[src/hdl/rrb_defs.svh]
// Holds register offsets, field positions, reset values and timing counts.
// Assumes inclusion by bare name from the package and design modules.
`ifndef RRB_DEFS_SVH
`define RRB_DEFS_SVH
`define RRB_OFF_POLL          8'h34
`define RRB_OFF_INTERVAL      8'hd4
`define RRB_OFF_COMMAND       9'h100
`define RRB_ADDR_W            24
`define RRB_BIT_FORCE         20
`define RRB_BIT_PERIODIC_EN   16
`define RRB_BIT_FP_EN         17
`define RRB_BIT_MASTER        18
`define RRB_BIT_MARKER        0
`define RRB_BIT_BUSY          1
`define RRB_BIT_PAUSED        2
`define RRB_INTERVAL_RESET    16'h0001
`define RRB_BLOCK_RESET       8'h01
`define RRB_CLOCK_MHZ         40
`define RRB_SHORT_BUSY_US     3
`define RRB_SHORT_BUSY_CYC    (`RRB_SHORT_BUSY_US * `RRB_CLOCK_MHZ)
`endif

[src/hdl/rrb_pkg.sv]
// Holds the shared types of the resync busy control block.
// Assumes the constants header is on the include path.
`include "rrb_defs.svh"
package rrb_pkg;
  // One trigger as it leaves the distribution logic.
  typedef struct packed {
    logic        valid;
    logic        resync;
    logic [7:0]  event_type;
    logic [31:0] event_number;
    logic [47:0] time_stamp;
  } rrb_trig_t;
  // Register bus request.
  typedef struct packed {
    logic        write;
    logic        read;
    logic [23:0] addr;
    logic [31:0] wdata;
  } rrb_bus_t;
  typedef enum logic [1:0] {
    RRB_RUN,
    RRB_SHORT_BUSY,
    RRB_WAIT_FE
  } rrb_sup_state_t;
endpackage

[src/hdl/rrb_period.sv]
// Holds the periodic block and resync interval counters.
// Assumes a trigger pulse per event and configuration held stable while running.
`timescale 1ns/100ps
`include "rrb_defs.svh"
module rrb_period (
  input  wire logic        clock,
  input  wire logic        rst,
  input  wire logic        ce,
  input  wire logic        enable,
  input  wire logic [7:0]  block_size,
  input  wire logic [15:0] interval,
  input  wire logic        trig_step,
  output logic             mark_now
);
  logic [7:0]  evt_cnt;
  logic [7:0]  next_evt_cnt;
  logic [15:0] blk_cnt;
  logic [15:0] blk_next;
  logic        last_evt;
  logic        last_blk;

  ////////////////////////////////////////////////////////////////////////////////
  // A block size or interval of zero is treated as one so counting never stalls.
  always_comb begin
    last_evt = (evt_cnt + 8'h01 >= block_size);
    last_blk = (blk_cnt + 16'h0001 >= interval);
    // Mark last event of every N blocks.
    mark_now = enable && trig_step && last_evt && last_blk;
    next_evt_cnt = evt_cnt;
    blk_next = blk_cnt;
    if (!enable) begin
      next_evt_cnt = 8'h00;
      blk_next = 16'h0000;
    end else if (trig_step) begin
      // Events per block up to 255.
      next_evt_cnt = last_evt ? 8'h00 : evt_cnt + 8'h01;
      if (last_evt) begin
        blk_next = last_blk ? 16'h0000 : blk_cnt + 16'h0001;
      end
    end
  end

  // Counter registers.
  always_ff @(posedge clock) begin
    if (rst) begin
      evt_cnt <= 8'h00;
      blk_cnt <= 16'h0000;
    end else if (ce) begin
      evt_cnt <= next_evt_cnt;
      blk_cnt <= blk_next;
    end
  end
endmodule

[src/hdl/rrb_short_busy.sv]
// Holds the short busy timer started after each resync event.
// Assumes a single-cycle start pulse.
`timescale 1ns/100ps
`include "rrb_defs.svh"
module rrb_short_busy (
  input  wire logic clock,
  input  wire logic rst,
  input  wire logic ce,
  input  wire logic start,
  output logic      busy
);
  localparam logic [7:0] CYCLES = 8'(`RRB_SHORT_BUSY_CYC);
  logic [7:0] count;
  logic [7:0] next_count;

  ////////////////////////////////////////////////////////////////////////////////
  // Reload on start; count down to zero.
  always_comb begin
    if (start) begin
      next_count = CYCLES;
    end else if (count != 8'h00) begin
      next_count = count - 8'h01;
    end else begin
      next_count = count;
    end
  end

  always_ff @(posedge clock) begin
    if (rst) begin
      count <= 8'h00;
    end else if (ce) begin
      count <= next_count;
    end
  end

  assign busy = (count != 8'h00);
endmodule

[src/hdl/rrb_top.sv]
// Holds the readout resync busy control: supervisor side and front-end side.
// Assumes a simple synchronous register port, one trigger request pulse per event,
// and single-cycle pulses for resync receipt and readout acknowledge.
//
// Behaviour
// - Periodic resync marks last event of N blocks.
// - Block size programmable up to 255 events.
// - Periodic resync keeps original event type.
// - Forced resync is extra event, type zero.
// - Command bit 20 requests forced resync.
// - Front-panel input may also force resync.
// - After resync: 3 us busy, stop triggers.
// - Front-end sets busy and poll marker.
// - Front-end busy arrives within 3 us.
// - Readout acknowledge clears front-end resync busy.
// - Pipelined: only final acknowledge clears busy.
// - Resume triggers after all busy clear.
// - Event number holds, continues; the time stamp keeps counting while paused.
`timescale 1ns/100ps
`include "rrb_defs.svh"
module rrb_top (
  input  wire logic              clock,
  input  wire logic              rst,
  input  wire logic              ce,
  input  wire rrb_pkg::rrb_bus_t bus,
  output logic [31:0]            rdata,
  output logic                   rvalid,
  input  wire logic [7:0]        block_size,
  input  wire logic              trig_req,
  input  wire logic [7:0]        trig_type,
  input  wire logic              counter_reset,
  input  wire logic              fp_resync,
  input  wire logic              fe_busy_in,
  output rrb_pkg::rrb_trig_t     trig_out,
  input  wire logic              resync_rx,
  input  wire logic              block_done,
  input  wire logic              readout_ack,
  output logic                   busy_out
);
  ////////////////////////////////////////////////////////////////////////////////
  // Register file state.
  logic [15:0] interval;
  logic [15:0] next_interval;
  logic        periodic_en;
  logic        next_periodic_en;
  logic        fp_en;
  logic        next_fp_en;
  logic        master;
  logic        next_master;
  logic        force_pend;
  logic        next_force_pend;
  logic [31:0] next_rdata;
  logic        next_rvalid;

  // Matches a register on the low nine address bits and demands zero above them,
  // so stray upper addresses are ignored rather than aliased onto a register.
  function automatic logic hit(input logic [23:0] a, input logic [8:0] off);
    hit = (a[8:0] == off) && (a[23:9] == 15'h0000);
  endfunction

  ////////////////////////////////////////////////////////////////////////////////
  // Supervisor state.
  rrb_pkg::rrb_sup_state_t state;
  rrb_pkg::rrb_sup_state_t next_state;
  logic [31:0]             evt_num;
  logic [31:0]             next_evt_num;
  logic [47:0]             tstamp;
  logic [47:0]             next_tstamp;
  rrb_pkg::rrb_trig_t      next_trig_out;
  logic                    fp_prev;
  logic                    sb_start;
  logic                    sb_busy;
  logic                    mark_now;
  logic                    trig_step;
  logic                    fire_force;

  ////////////////////////////////////////////////////////////////////////////////
  // Front-end state.
  logic       fe_busy;
  logic       next_fe_busy;
  logic       marker;
  logic       next_marker;
  logic [7:0] pending;
  logic [7:0] next_pending;

  // A refused request is simply lost, so the requester must keep it up.
  // Triggers pass only while running and no resync insertion takes the slot.
  assign trig_step = (state == rrb_pkg::RRB_RUN) && trig_req && !fire_force;

  // Periodic marking runs only in master mode; on a front-end board the
  // counters stay cleared, so a later switch to master starts a fresh count.
  rrb_period u_period (
    .clock      (clock),
    .rst        (rst),
    .ce         (ce),
    .enable     (periodic_en && master),
    .block_size (block_size),
    .interval   (interval),
    .trig_step  (trig_step),
    .mark_now   (mark_now)
  );

  // The short busy bridges the time the front-end busy needs to come back.
  rrb_short_busy u_short (
    .clock (clock),
    .rst   (rst),
    .ce    (ce),
    .start (sb_start),
    .busy  (sb_busy)
  );

  ////////////////////////////////////////////////////////////////////////////////
  // Register decode. A poll read clears the marker; a new resync that lands in
  // the same cycle still wins, so no marker is lost.
  always_comb begin
    next_interval = interval;
    next_periodic_en = periodic_en;
    next_fp_en = fp_en;
    next_master = master;
    next_force_pend = force_pend;
    next_rdata = 32'h0000_0000;
    next_rvalid = bus.read;
    if (bus.write && hit(bus.addr, {1'b0, `RRB_OFF_INTERVAL})) begin
      next_interval = bus.wdata[15:0];
      next_periodic_en = bus.wdata[`RRB_BIT_PERIODIC_EN];
    end
    if (bus.write && hit(bus.addr, `RRB_OFF_COMMAND)) begin
      next_fp_en = bus.wdata[`RRB_BIT_FP_EN];
      next_master = bus.wdata[`RRB_BIT_MASTER];
    end
    if (fire_force) begin
      next_force_pend = 1'b0;
    end
    if (bus.write && hit(bus.addr, `RRB_OFF_COMMAND) && bus.wdata[`RRB_BIT_FORCE]) begin
      next_force_pend = 1'b1;
    end
    if (fp_en && fp_resync && !fp_prev) begin
      next_force_pend = 1'b1;
    end
    if (bus.read) begin
      if (hit(bus.addr, {1'b0, `RRB_OFF_POLL})) begin
        next_rdata[`RRB_BIT_MARKER] = marker;
        next_rdata[`RRB_BIT_BUSY] = fe_busy;
        next_rdata[`RRB_BIT_PAUSED] = (state != rrb_pkg::RRB_RUN);
      end else if (hit(bus.addr, {1'b0, `RRB_OFF_INTERVAL})) begin
        next_rdata[15:0] = interval;
        next_rdata[`RRB_BIT_PERIODIC_EN] = periodic_en;
      end else if (hit(bus.addr, `RRB_OFF_COMMAND)) begin
        next_rdata[`RRB_BIT_FORCE] = force_pend;
        next_rdata[`RRB_BIT_FP_EN] = fp_en;
        next_rdata[`RRB_BIT_MASTER] = master;
      end
    end
  end

  // Register file flops. The front-panel level is sampled here too; its
  // detector starts from the idle low level, so no false edge follows reset.
  // Read data is cleared on idle cycles so a stale word never lingers.
  always_ff @(posedge clock) begin
    if (rst) begin
      interval <= `RRB_INTERVAL_RESET;
      periodic_en <= 1'b0;
      fp_en <= 1'b0;
      master <= 1'b0;
      force_pend <= 1'b0;
      rdata <= 32'h0000_0000;
      rvalid <= 1'b0;
      fp_prev <= 1'b0;
    end else if (ce) begin
      interval <= next_interval;
      periodic_en <= next_periodic_en;
      fp_en <= next_fp_en;
      master <= next_master;
      force_pend <= next_force_pend;
      rdata <= next_rdata;
      rvalid <= next_rvalid;
      fp_prev <= fp_resync;
    end
  end

  ////////////////////////////////////////////////////////////////////////////////
  // Supervisor sequencing. A forced resync takes priority over a waiting
  // trigger, which the requester simply holds until the pause after the resync ends.
  always_comb begin
    fire_force = master && force_pend && (state == rrb_pkg::RRB_RUN);
    next_state = state;
    next_evt_num = evt_num;
    next_tstamp = tstamp + 48'h1;
    next_trig_out = '0;
    sb_start = 1'b0;
    unique case (state)
      rrb_pkg::RRB_RUN: begin
        if (fire_force) begin
          next_trig_out.valid = 1'b1;
          next_trig_out.resync = 1'b1;
          next_trig_out.event_type = 8'h00;
          next_trig_out.event_number = evt_num + 32'h1;
          next_trig_out.time_stamp = tstamp;
          next_evt_num = evt_num + 32'h1;
          sb_start = 1'b1;
          next_state = rrb_pkg::RRB_SHORT_BUSY;
        end else if (trig_step) begin
          next_trig_out.valid = 1'b1;
          next_trig_out.event_type = trig_type;
          next_trig_out.resync = mark_now;
          next_trig_out.event_number = evt_num + 32'h1;
          next_trig_out.time_stamp = tstamp;
          next_evt_num = evt_num + 32'h1;
          if (mark_now) begin
            sb_start = 1'b1;
            next_state = rrb_pkg::RRB_SHORT_BUSY;
          end
        end
      end
      rrb_pkg::RRB_SHORT_BUSY: begin
        // No front-end busy may have arrived yet, so the wait for the front
        // ends only starts once the short busy has run out.
        // Triggers stopped during short busy.
        if (!sb_busy) begin
          next_state = rrb_pkg::RRB_WAIT_FE;
        end
      end
      rrb_pkg::RRB_WAIT_FE: begin
        // Resume when all front ends free.
        if (!fe_busy_in) begin
          next_state = rrb_pkg::RRB_RUN;
        end
      end
    endcase
    if (counter_reset) begin
      next_evt_num = 32'h0;
      next_tstamp = 48'h0;
    end
  end

  // Supervisor flops. The time stamp counts every enabled cycle, also while
  // paused, so it keeps tracking real time; only counter_reset clears it.
  // The trigger word is registered so all its fields change together.
  always_ff @(posedge clock) begin
    if (rst) begin
      state <= rrb_pkg::RRB_RUN;
      evt_num <= 32'h0;
      tstamp <= 48'h0;
      trig_out <= '0;
    end else if (ce) begin
      state <= next_state;
      evt_num <= next_evt_num;
      tstamp <= next_tstamp;
      trig_out <= next_trig_out;
    end
  end

  ////////////////////////////////////////////////////////////////////////////////
  // Front-end side. Outstanding blocks are counted so that only the final
  // acknowledge releases busy; the count saturates rather than wraps.
  always_comb begin
    next_fe_busy = fe_busy;
    next_marker = marker;
    next_pending = pending;
    // A block finished and acknowledged in one cycle leaves the count as it is.
    if (block_done && !readout_ack && pending != 8'hff) begin
      next_pending = pending + 8'h01;
    end else if (readout_ack && !block_done && pending != 8'h00) begin
      next_pending = pending - 8'h01;
    end
    if (fe_busy && readout_ack && next_pending == 8'h00) begin
      next_fe_busy = 1'b0;
    end
    if (bus.read && hit(bus.addr, {1'b0, `RRB_OFF_POLL})) begin
      next_marker = 1'b0;
    end
    if (resync_rx) begin
      next_fe_busy = 1'b1;
      next_marker = 1'b1;
    end
  end

  // Front-end flops. A pending count above the real one only delays the busy
  // release, which is the safe direction for the readout.
  always_ff @(posedge clock) begin
    if (rst) begin
      fe_busy <= 1'b0;
      marker <= 1'b0;
      pending <= 8'h00;
    end else if (ce) begin
      fe_busy <= next_fe_busy;
      marker <= next_marker;
      pending <= next_pending;
    end
  end

  // The front-end busy is a flop and the short busy a compare on a counter flop; the merge adds one gate and
  // the front-end part follows a resync receipt by a single cycle.
  // Busy registered one cycle after receipt.
  assign busy_out = fe_busy || sb_busy;
endmodule

[config.mk]
export PLATFORM = sky130hd
export DESIGN_NAME = rrb_top
export DESIGN_NICKNAME = d
export VERILOG_FILES = /design/src/hdl/rrb_pkg.sv /design/src/hdl/rrb_period.sv /design/src/hdl/rrb_short_busy.sv /design/src/hdl/rrb_top.sv
export VERILOG_INCLUDE_DIRS = /design/src /design/src/hdl
export SDC_FILE = /design/constraint.sdc
export NUM_CORES = 1
export LEC_CHECK = 0
export CAP_MARGIN = 40
export CORE_AREA = 2 2 114 198
export CTS_CLUSTER_DIAMETER = 80
export DETAILED_ROUTE_END_ITERATION = 10
export DIE_AREA = 0 0 116 200
export DONT_BUFFER_PORTS = 1
export PLACE_DENSITY = 0.75
export REMOVE_ABC_BUFFERS = 1
export SLEW_MARGIN = 20
export SYNTH_ARGS = -nofsm -noshare
export SYNTH_HDL_FRONTEND = slang
export SYNTH_HIERARCHICAL = 1
export SYNTH_SLANG_ARGS = --single-unit
export TNS_END_PERCENT = 20
[constraint.sdc]
create_clock -name clock -period 3.5 [get_ports clock]
set_clock_uncertainty 0.15 [all_clocks]
set_input_delay 0.175 -clock clock [delete_from_list [all_inputs] [get_ports clock]]
set_output_delay 0.175 -clock clock [all_outputs]
set_load 0.1 [all_outputs]
# == Yosys cells after proc, flatten, opt, wreduce, memory -nomap -nowiden ==
# Index checks and enable logic that the tools add are counted.
# totals
inputBits,84
output_inout_bits,124
ff_bits,256
# op_classes
eq_ne,12
n_mux,46
add_sub_neg,7
n_reduce_logical,50
n_lt_le_gt_ge,2
# op_table
cell,n
$mux W90,3
$mux W32,4
$mux W16,5
$mux W8,7
$add A48 B1 Y48 const B,1
$mux W48,1
$add A32 B1 Y32 const B,1
$logic_and A1 B1 Y1,23
$mux W19,1
$mux W17,1
$add A16 B1 Y16 const B,1
$add A8 B1 Y8 const B,2
$ge A16 B16 Y1,1
$reduce_bool A8 Y1,2
$sub A8 B1 Y8 const B,2
$logic_not A15 Y1,1
$mux W1,15
$mux W2,7
$reduce_and A2 Y1,7
$reduce_bool A2 Y1,5
$eq A9 B6 Y1 const B,1
$eq A9 B8 Y1 const B,1
$eq A9 B9 Y1 const B,1
$ge A8 B8 Y1,1
other kinds (15),23

# == Depth between registers and ports, before layout ==
# depth
word_depth,13
depth_mapped,16
depth_no_buf,15

# == Hierarchy ==
# The synthesis kept the hierarchy.
# by_module_without_submodules
module,cells_each,area_per_inst_um2,instances,seq_area_each_um2
rrb_top,1171,9930.8,1,4484.3
rrb_period,246,1958.1,1,480.5
rrb_short_busy,51,444.2,1,160.2

# == Worst setup path before layout ==
# No wires, ideal clock.
# synth_path
kind,register to register
startpoint,register u_period.blk_cnt[5]
endpoint,register state[1]
arrival_time_ns,3.581
stages_incl_launch_ff,16
path_buffers,1
slack_ns,-0.358
setup_ns,0.128
cell_sequence,dfxtp_1 -> nand4_1 -> or2_1 -> clkbuf_1 -> nor4_1 -> xor2_1 -> ha_1 -> and4_1 -> nand2_1 -> or4b_1 -> a311oi_1 -> nand2_1 -> a21oi_1 -> o211a_1 -> mux2i_1 -> nor2_1
# synth_between
elab_chain_len,5
# synth_rtl
item,line,rtl
from (decl),rrb_period.sv:17,logic [15:0] blk_cnt;
from (signal assigned),rrb_period.sv:50,blk_cnt <= blk_next;
$add A16 B1 Y16,rrb_period.sv:26,last_blk = (blk_cnt + 16'h0001 >= interval);
$ge A16 B16 Y1,rrb_period.sv:26,
$logic_and A1 B1 Y1,rrb_period.sv:28,mark_now = enable && trig_step && last_evt && last_blk;
via mark_now,rrb_top.sv:73,logic mark_now;
$ne A3 B3 Y1 (no line),-,
$reduce_and A5 Y1 (no line),-,
to (signal assigned),rrb_top.sv:241,state <= rrb_pkg::RRB_RUN;
to (signal assigned),rrb_top.sv:246,state <= next_state;
to (decl),rrb_top.sv:63,rrb_pkg::rrb_sup_state_t state;
# The timed path passes the listed nets, and every way through them passes these cells.
# A chain may end at the register's enable or synchronous reset.

# == Worst setup path after layout ==
# layout_path
startpoint,register u_period.blk_cnt[2]
endpoint,register state[1]
# Same word-level chain as after synthesis.

==> impl_metrics.tcl <==
set metrics [dict create \
    outcome "finished, violations left" \
    violations "negative hold slack, negative setup slack" \
    grt_overflow 0 \
    start_util_pct 57.37 \
    startpoint_type "flop" \
    worst_skew_pair.late_latency_ps 530 \
    critPathBufInv 3 \
    cts.reportedPaths.clkPinSlew_ps 70 \
    die_h_um 200 \
    dieWidth_um 116 \
    max_freq_mhz 269.1 \
    syn_to_final_growth_pct 43.32 \
    num_vias 13320 \
    slew_headroom_pct 24.81 \
    n_antenna_cell 0 \
    detail_route.wl_per_cell_um 21.97 \
    ys_seq_area_share_pct 41.55 \
    multi_input_comb_area_mm2 0.006758 \
    cp_slowest_stage_delay_ps 480 \
    grt_pass1_vias 13570 \
    grtUsageTotal_pct 38.33 \
    crit_slowest_cell "or4b_4" \
    drt_pass1_iterations 6 \
    maxCapViolCount 0 \
    ys_ff_latch 256 \
    grt_first_pass_wirelength_mm 70.83 \
    drtIter0Drc 1361 \
    grt_max_degree 170 \
    ys_top_cells_by_area "dfxtp_1, nor2_1, a22oi_1" \
    synthesis.area_mm2 0.01233 \
    fin_crit_sh_pct 106.2 \
    cpMostUsedCell "nor2_1" \
    hold_viol_final 18 \
    peakVddDrop_uv 478.0 \
    finalSetupViolCount 11 \
    tightestPinTransition_ps 1099 \
    yosys_warnings 6 \
    clock_path_buffers 3 \
    period_needed_ps 3716 \
    worstSetupPathType "flop to flop" \
    crit_fanout 6 \
    cp.required_ps 3770 \
    synth_edf_count 0 \
    cts_buffers 24 \
    die_area_mm2 0.02320 \
    syn_inst 1468 \
    endpoint_kind "flop" \
    slew_viol_final 0 \
    cts_hold_buf 169 \
    dp_hpwl_mm 23.50 \
    stdcell_area_mm2 0.01768 \
    gp_congestion 0.9257 \
    rsz0062_at_grt "yes" \
    htreeDepth 1 \
    layout.cells.non_filler 2067 \
    antenna_found_initial 0 \
    core_mm2 0.02150 \
    drtAntennaViolNets 0 \
    cts_sinks 256 \
    worstHoldPathType "input port to flop" \
    dpl_cell_area_mm2 0.01461 \
    worst_slack_ps -216.3 \
    ios 208 \
    power_leakage_nw 7.065 \
    drive_above_1_share_pct 16.17 \
    root_buffer "clkbuf_16" \
    cts_tree "built" \
    whs_ps -335.2 \
    wl_mm 45.42 \
    route.detailed.drc 0 \
    synth_ff_type "dfxtp_1" \
    nFillCells 1142 \
    tns_ps -1541 \
    synth_largest_area_cell "dfxtp_1" \
    via_per_inst 6.443 \
    cp.arrival_ps 3980 \
    dpl.cell_count 1827 \
    synth_cell_types 79 \
    dpl_worst_slack_ps -300.6 \
    async_flop_share_pct 0 \
    nets 1879 \
    powerDensity_mw_per_mm2 404.1 \
    cpLargestDelayFamily "simple AND/OR/NAND/NOR gates" \
    seqCellArea_mm2 0.005135 \
    io_buffers 0 \
    rows 71 \
    path_cells "and3_4, nand3_4, buf_6, buf_4, nor2_1, xor2_1, ha_1, nand3_1, nor2_1, or4b_4, a311oi_2, nand2_1, a21oi_2, buf_6, o211a_4, mux2i_1, nor2_1" \
    synth_top_cell_area_share_pct 41.55 \
    syn_avg_cell_area_um2 8.401 \
]
## cell usage in the layout, fill, tap and decap left out, drive strengths merged, types with 37 or more instances in the layout
master,count
dfxtp,256
nor2,189
buf,183
dlygate4sd3,167
nand2,99
a22oi,84
a21oi,82
o21ai,76
inv,59
nand3,58
xnor2,43
xor2,42
nand4,41
ha,37
## synth_stat cells (all sizes together) (12+ instances only)
master,n
dfxtp,256
nor2,189
nand2,99
a22oi,84
a21oi,82
o21ai,76
clkbuf,70
inv,59
nand3,58
xnor2,43
xor2,42
nand4,41
ha,37
nor3,35
buf,28
or3,27
mux2i,26
nor4,25
and3,15
and4,14
nand2b,13
or4,12
## metal layers
layer / wire (µm) / share of wire (%) / vias up / track usage, %
met4: 3298 / 7.3 / 0 / 24.60
met3: 3858 / 8.5 / 302 / 9.088
met2: 23330 / 51 / 930 / 68.57
met1: 14930 / 33 / 6265 / 39.41
met5: 0 / 0 / - / 0
li1: - / - / 5821 / -
## final timing paths
kind / from / to / slack, ps / cells after the start
hold / removal: rst / u_short/count[6]$_SDFFE_PP0P_ / -340 / 1
setup / recovery: u_period/blk_cnt[2]$_SDFFE_PP0P_ / state[1]$_SDFFE_PP0P_ / -220 / 17
hold reg to reg: trig_out[77]$_SDFFE_PP0P_ / trig_out[77]$_SDFFE_PP0P_ / 350 / 2
setup reg to reg: u_period/blk_cnt[2]$_SDFFE_PP0P_ / state[1]$_SDFFE_PP0P_ / -220 / 17
## registers in the layout, summed over array words and instances, names as in the netlist, 2 cells and up
| register | flops |
|---|---|
| u_short/count | 8 |
| u_period/evt_cnt | 8 |
| tstamp | 48 |
| rdata | 20 |
| evt_num | 32 |
| state | 2 |
| u_period/blk_cnt | 16 |
| trig_out | 90 |
| pending | 8 |
| interval | 16 |
## worst register-to-register path: stages (launching register included)
cell and delay (ps):
dfxtp_2 330, and3_4 210, nand3_4 130, buf_6 160
buf_4 150, nor2_1 140, xor2_1 230, ha_1 270
nand3_1 200, nor2_1 160, or4b_4 480, a311oi_2 220
nand2_1 110, a21oi_2 140, buf_6 140, o211a_4 180
mux2i_1 170, nor2_1 50
## final cells by class
class	count	share of cell area, %
tap	292	2.067
sequential	256	29.05
timing repair buffer	351	23.94
multi-input combinational	1065	38.23
clock inverter	13	1.671
inverter	60	1.281
clock buffer	30	3.759
## kinds of logic (layout without fill, tap and decap cells)
family,count (synthesis),in the layout,share of synthesized area (%)
AO/OA/AOI/OAI,335,335,17.70
XOR/XNOR,85,85,6.036
adder cells (fa/ha/maj),37,37,3.754
buffers and inverters,158,454,5.549
flip-flops,256,256,41.55
multiplexers,26,26,2.110
other,1,12,0.03041
AND/OR/NAND/NOR,570,570,23.26
## what timing repair did
item | in CTS | in global routing
resized for setup | 27 | 20
setup endpoints to repair | 11 | 23
buffers inserted | 27 | 5
pin swaps | 26 | 18
endpoints found under the hold margin | 204 | 18
## report_power, final
part	internal [mW]	total (mW)	switching, mW
Clock	2.01	3.22	1.21
Combinational	0.297	0.874	0.577
Sequential	2.97	3.05	0.0760
## per-stage QoR
stage / utilization [%] / hold WS [ps] / power, mW
2_1_floorplan: - / 94.07 / 3.731
3_3_place_gp: 58.82 / 112.0 / 3.885
3_5_place_dp: 67.94 / 111.0 / 3.921
4_1_cts: 81.89 / -405.0 / 7.092
5_1_grt: 82.22 / -386.4 / 7.319
6_report: 82.22 / -335.2 / 7.142
Note: power is estimated with default switching activity, not from simulation.
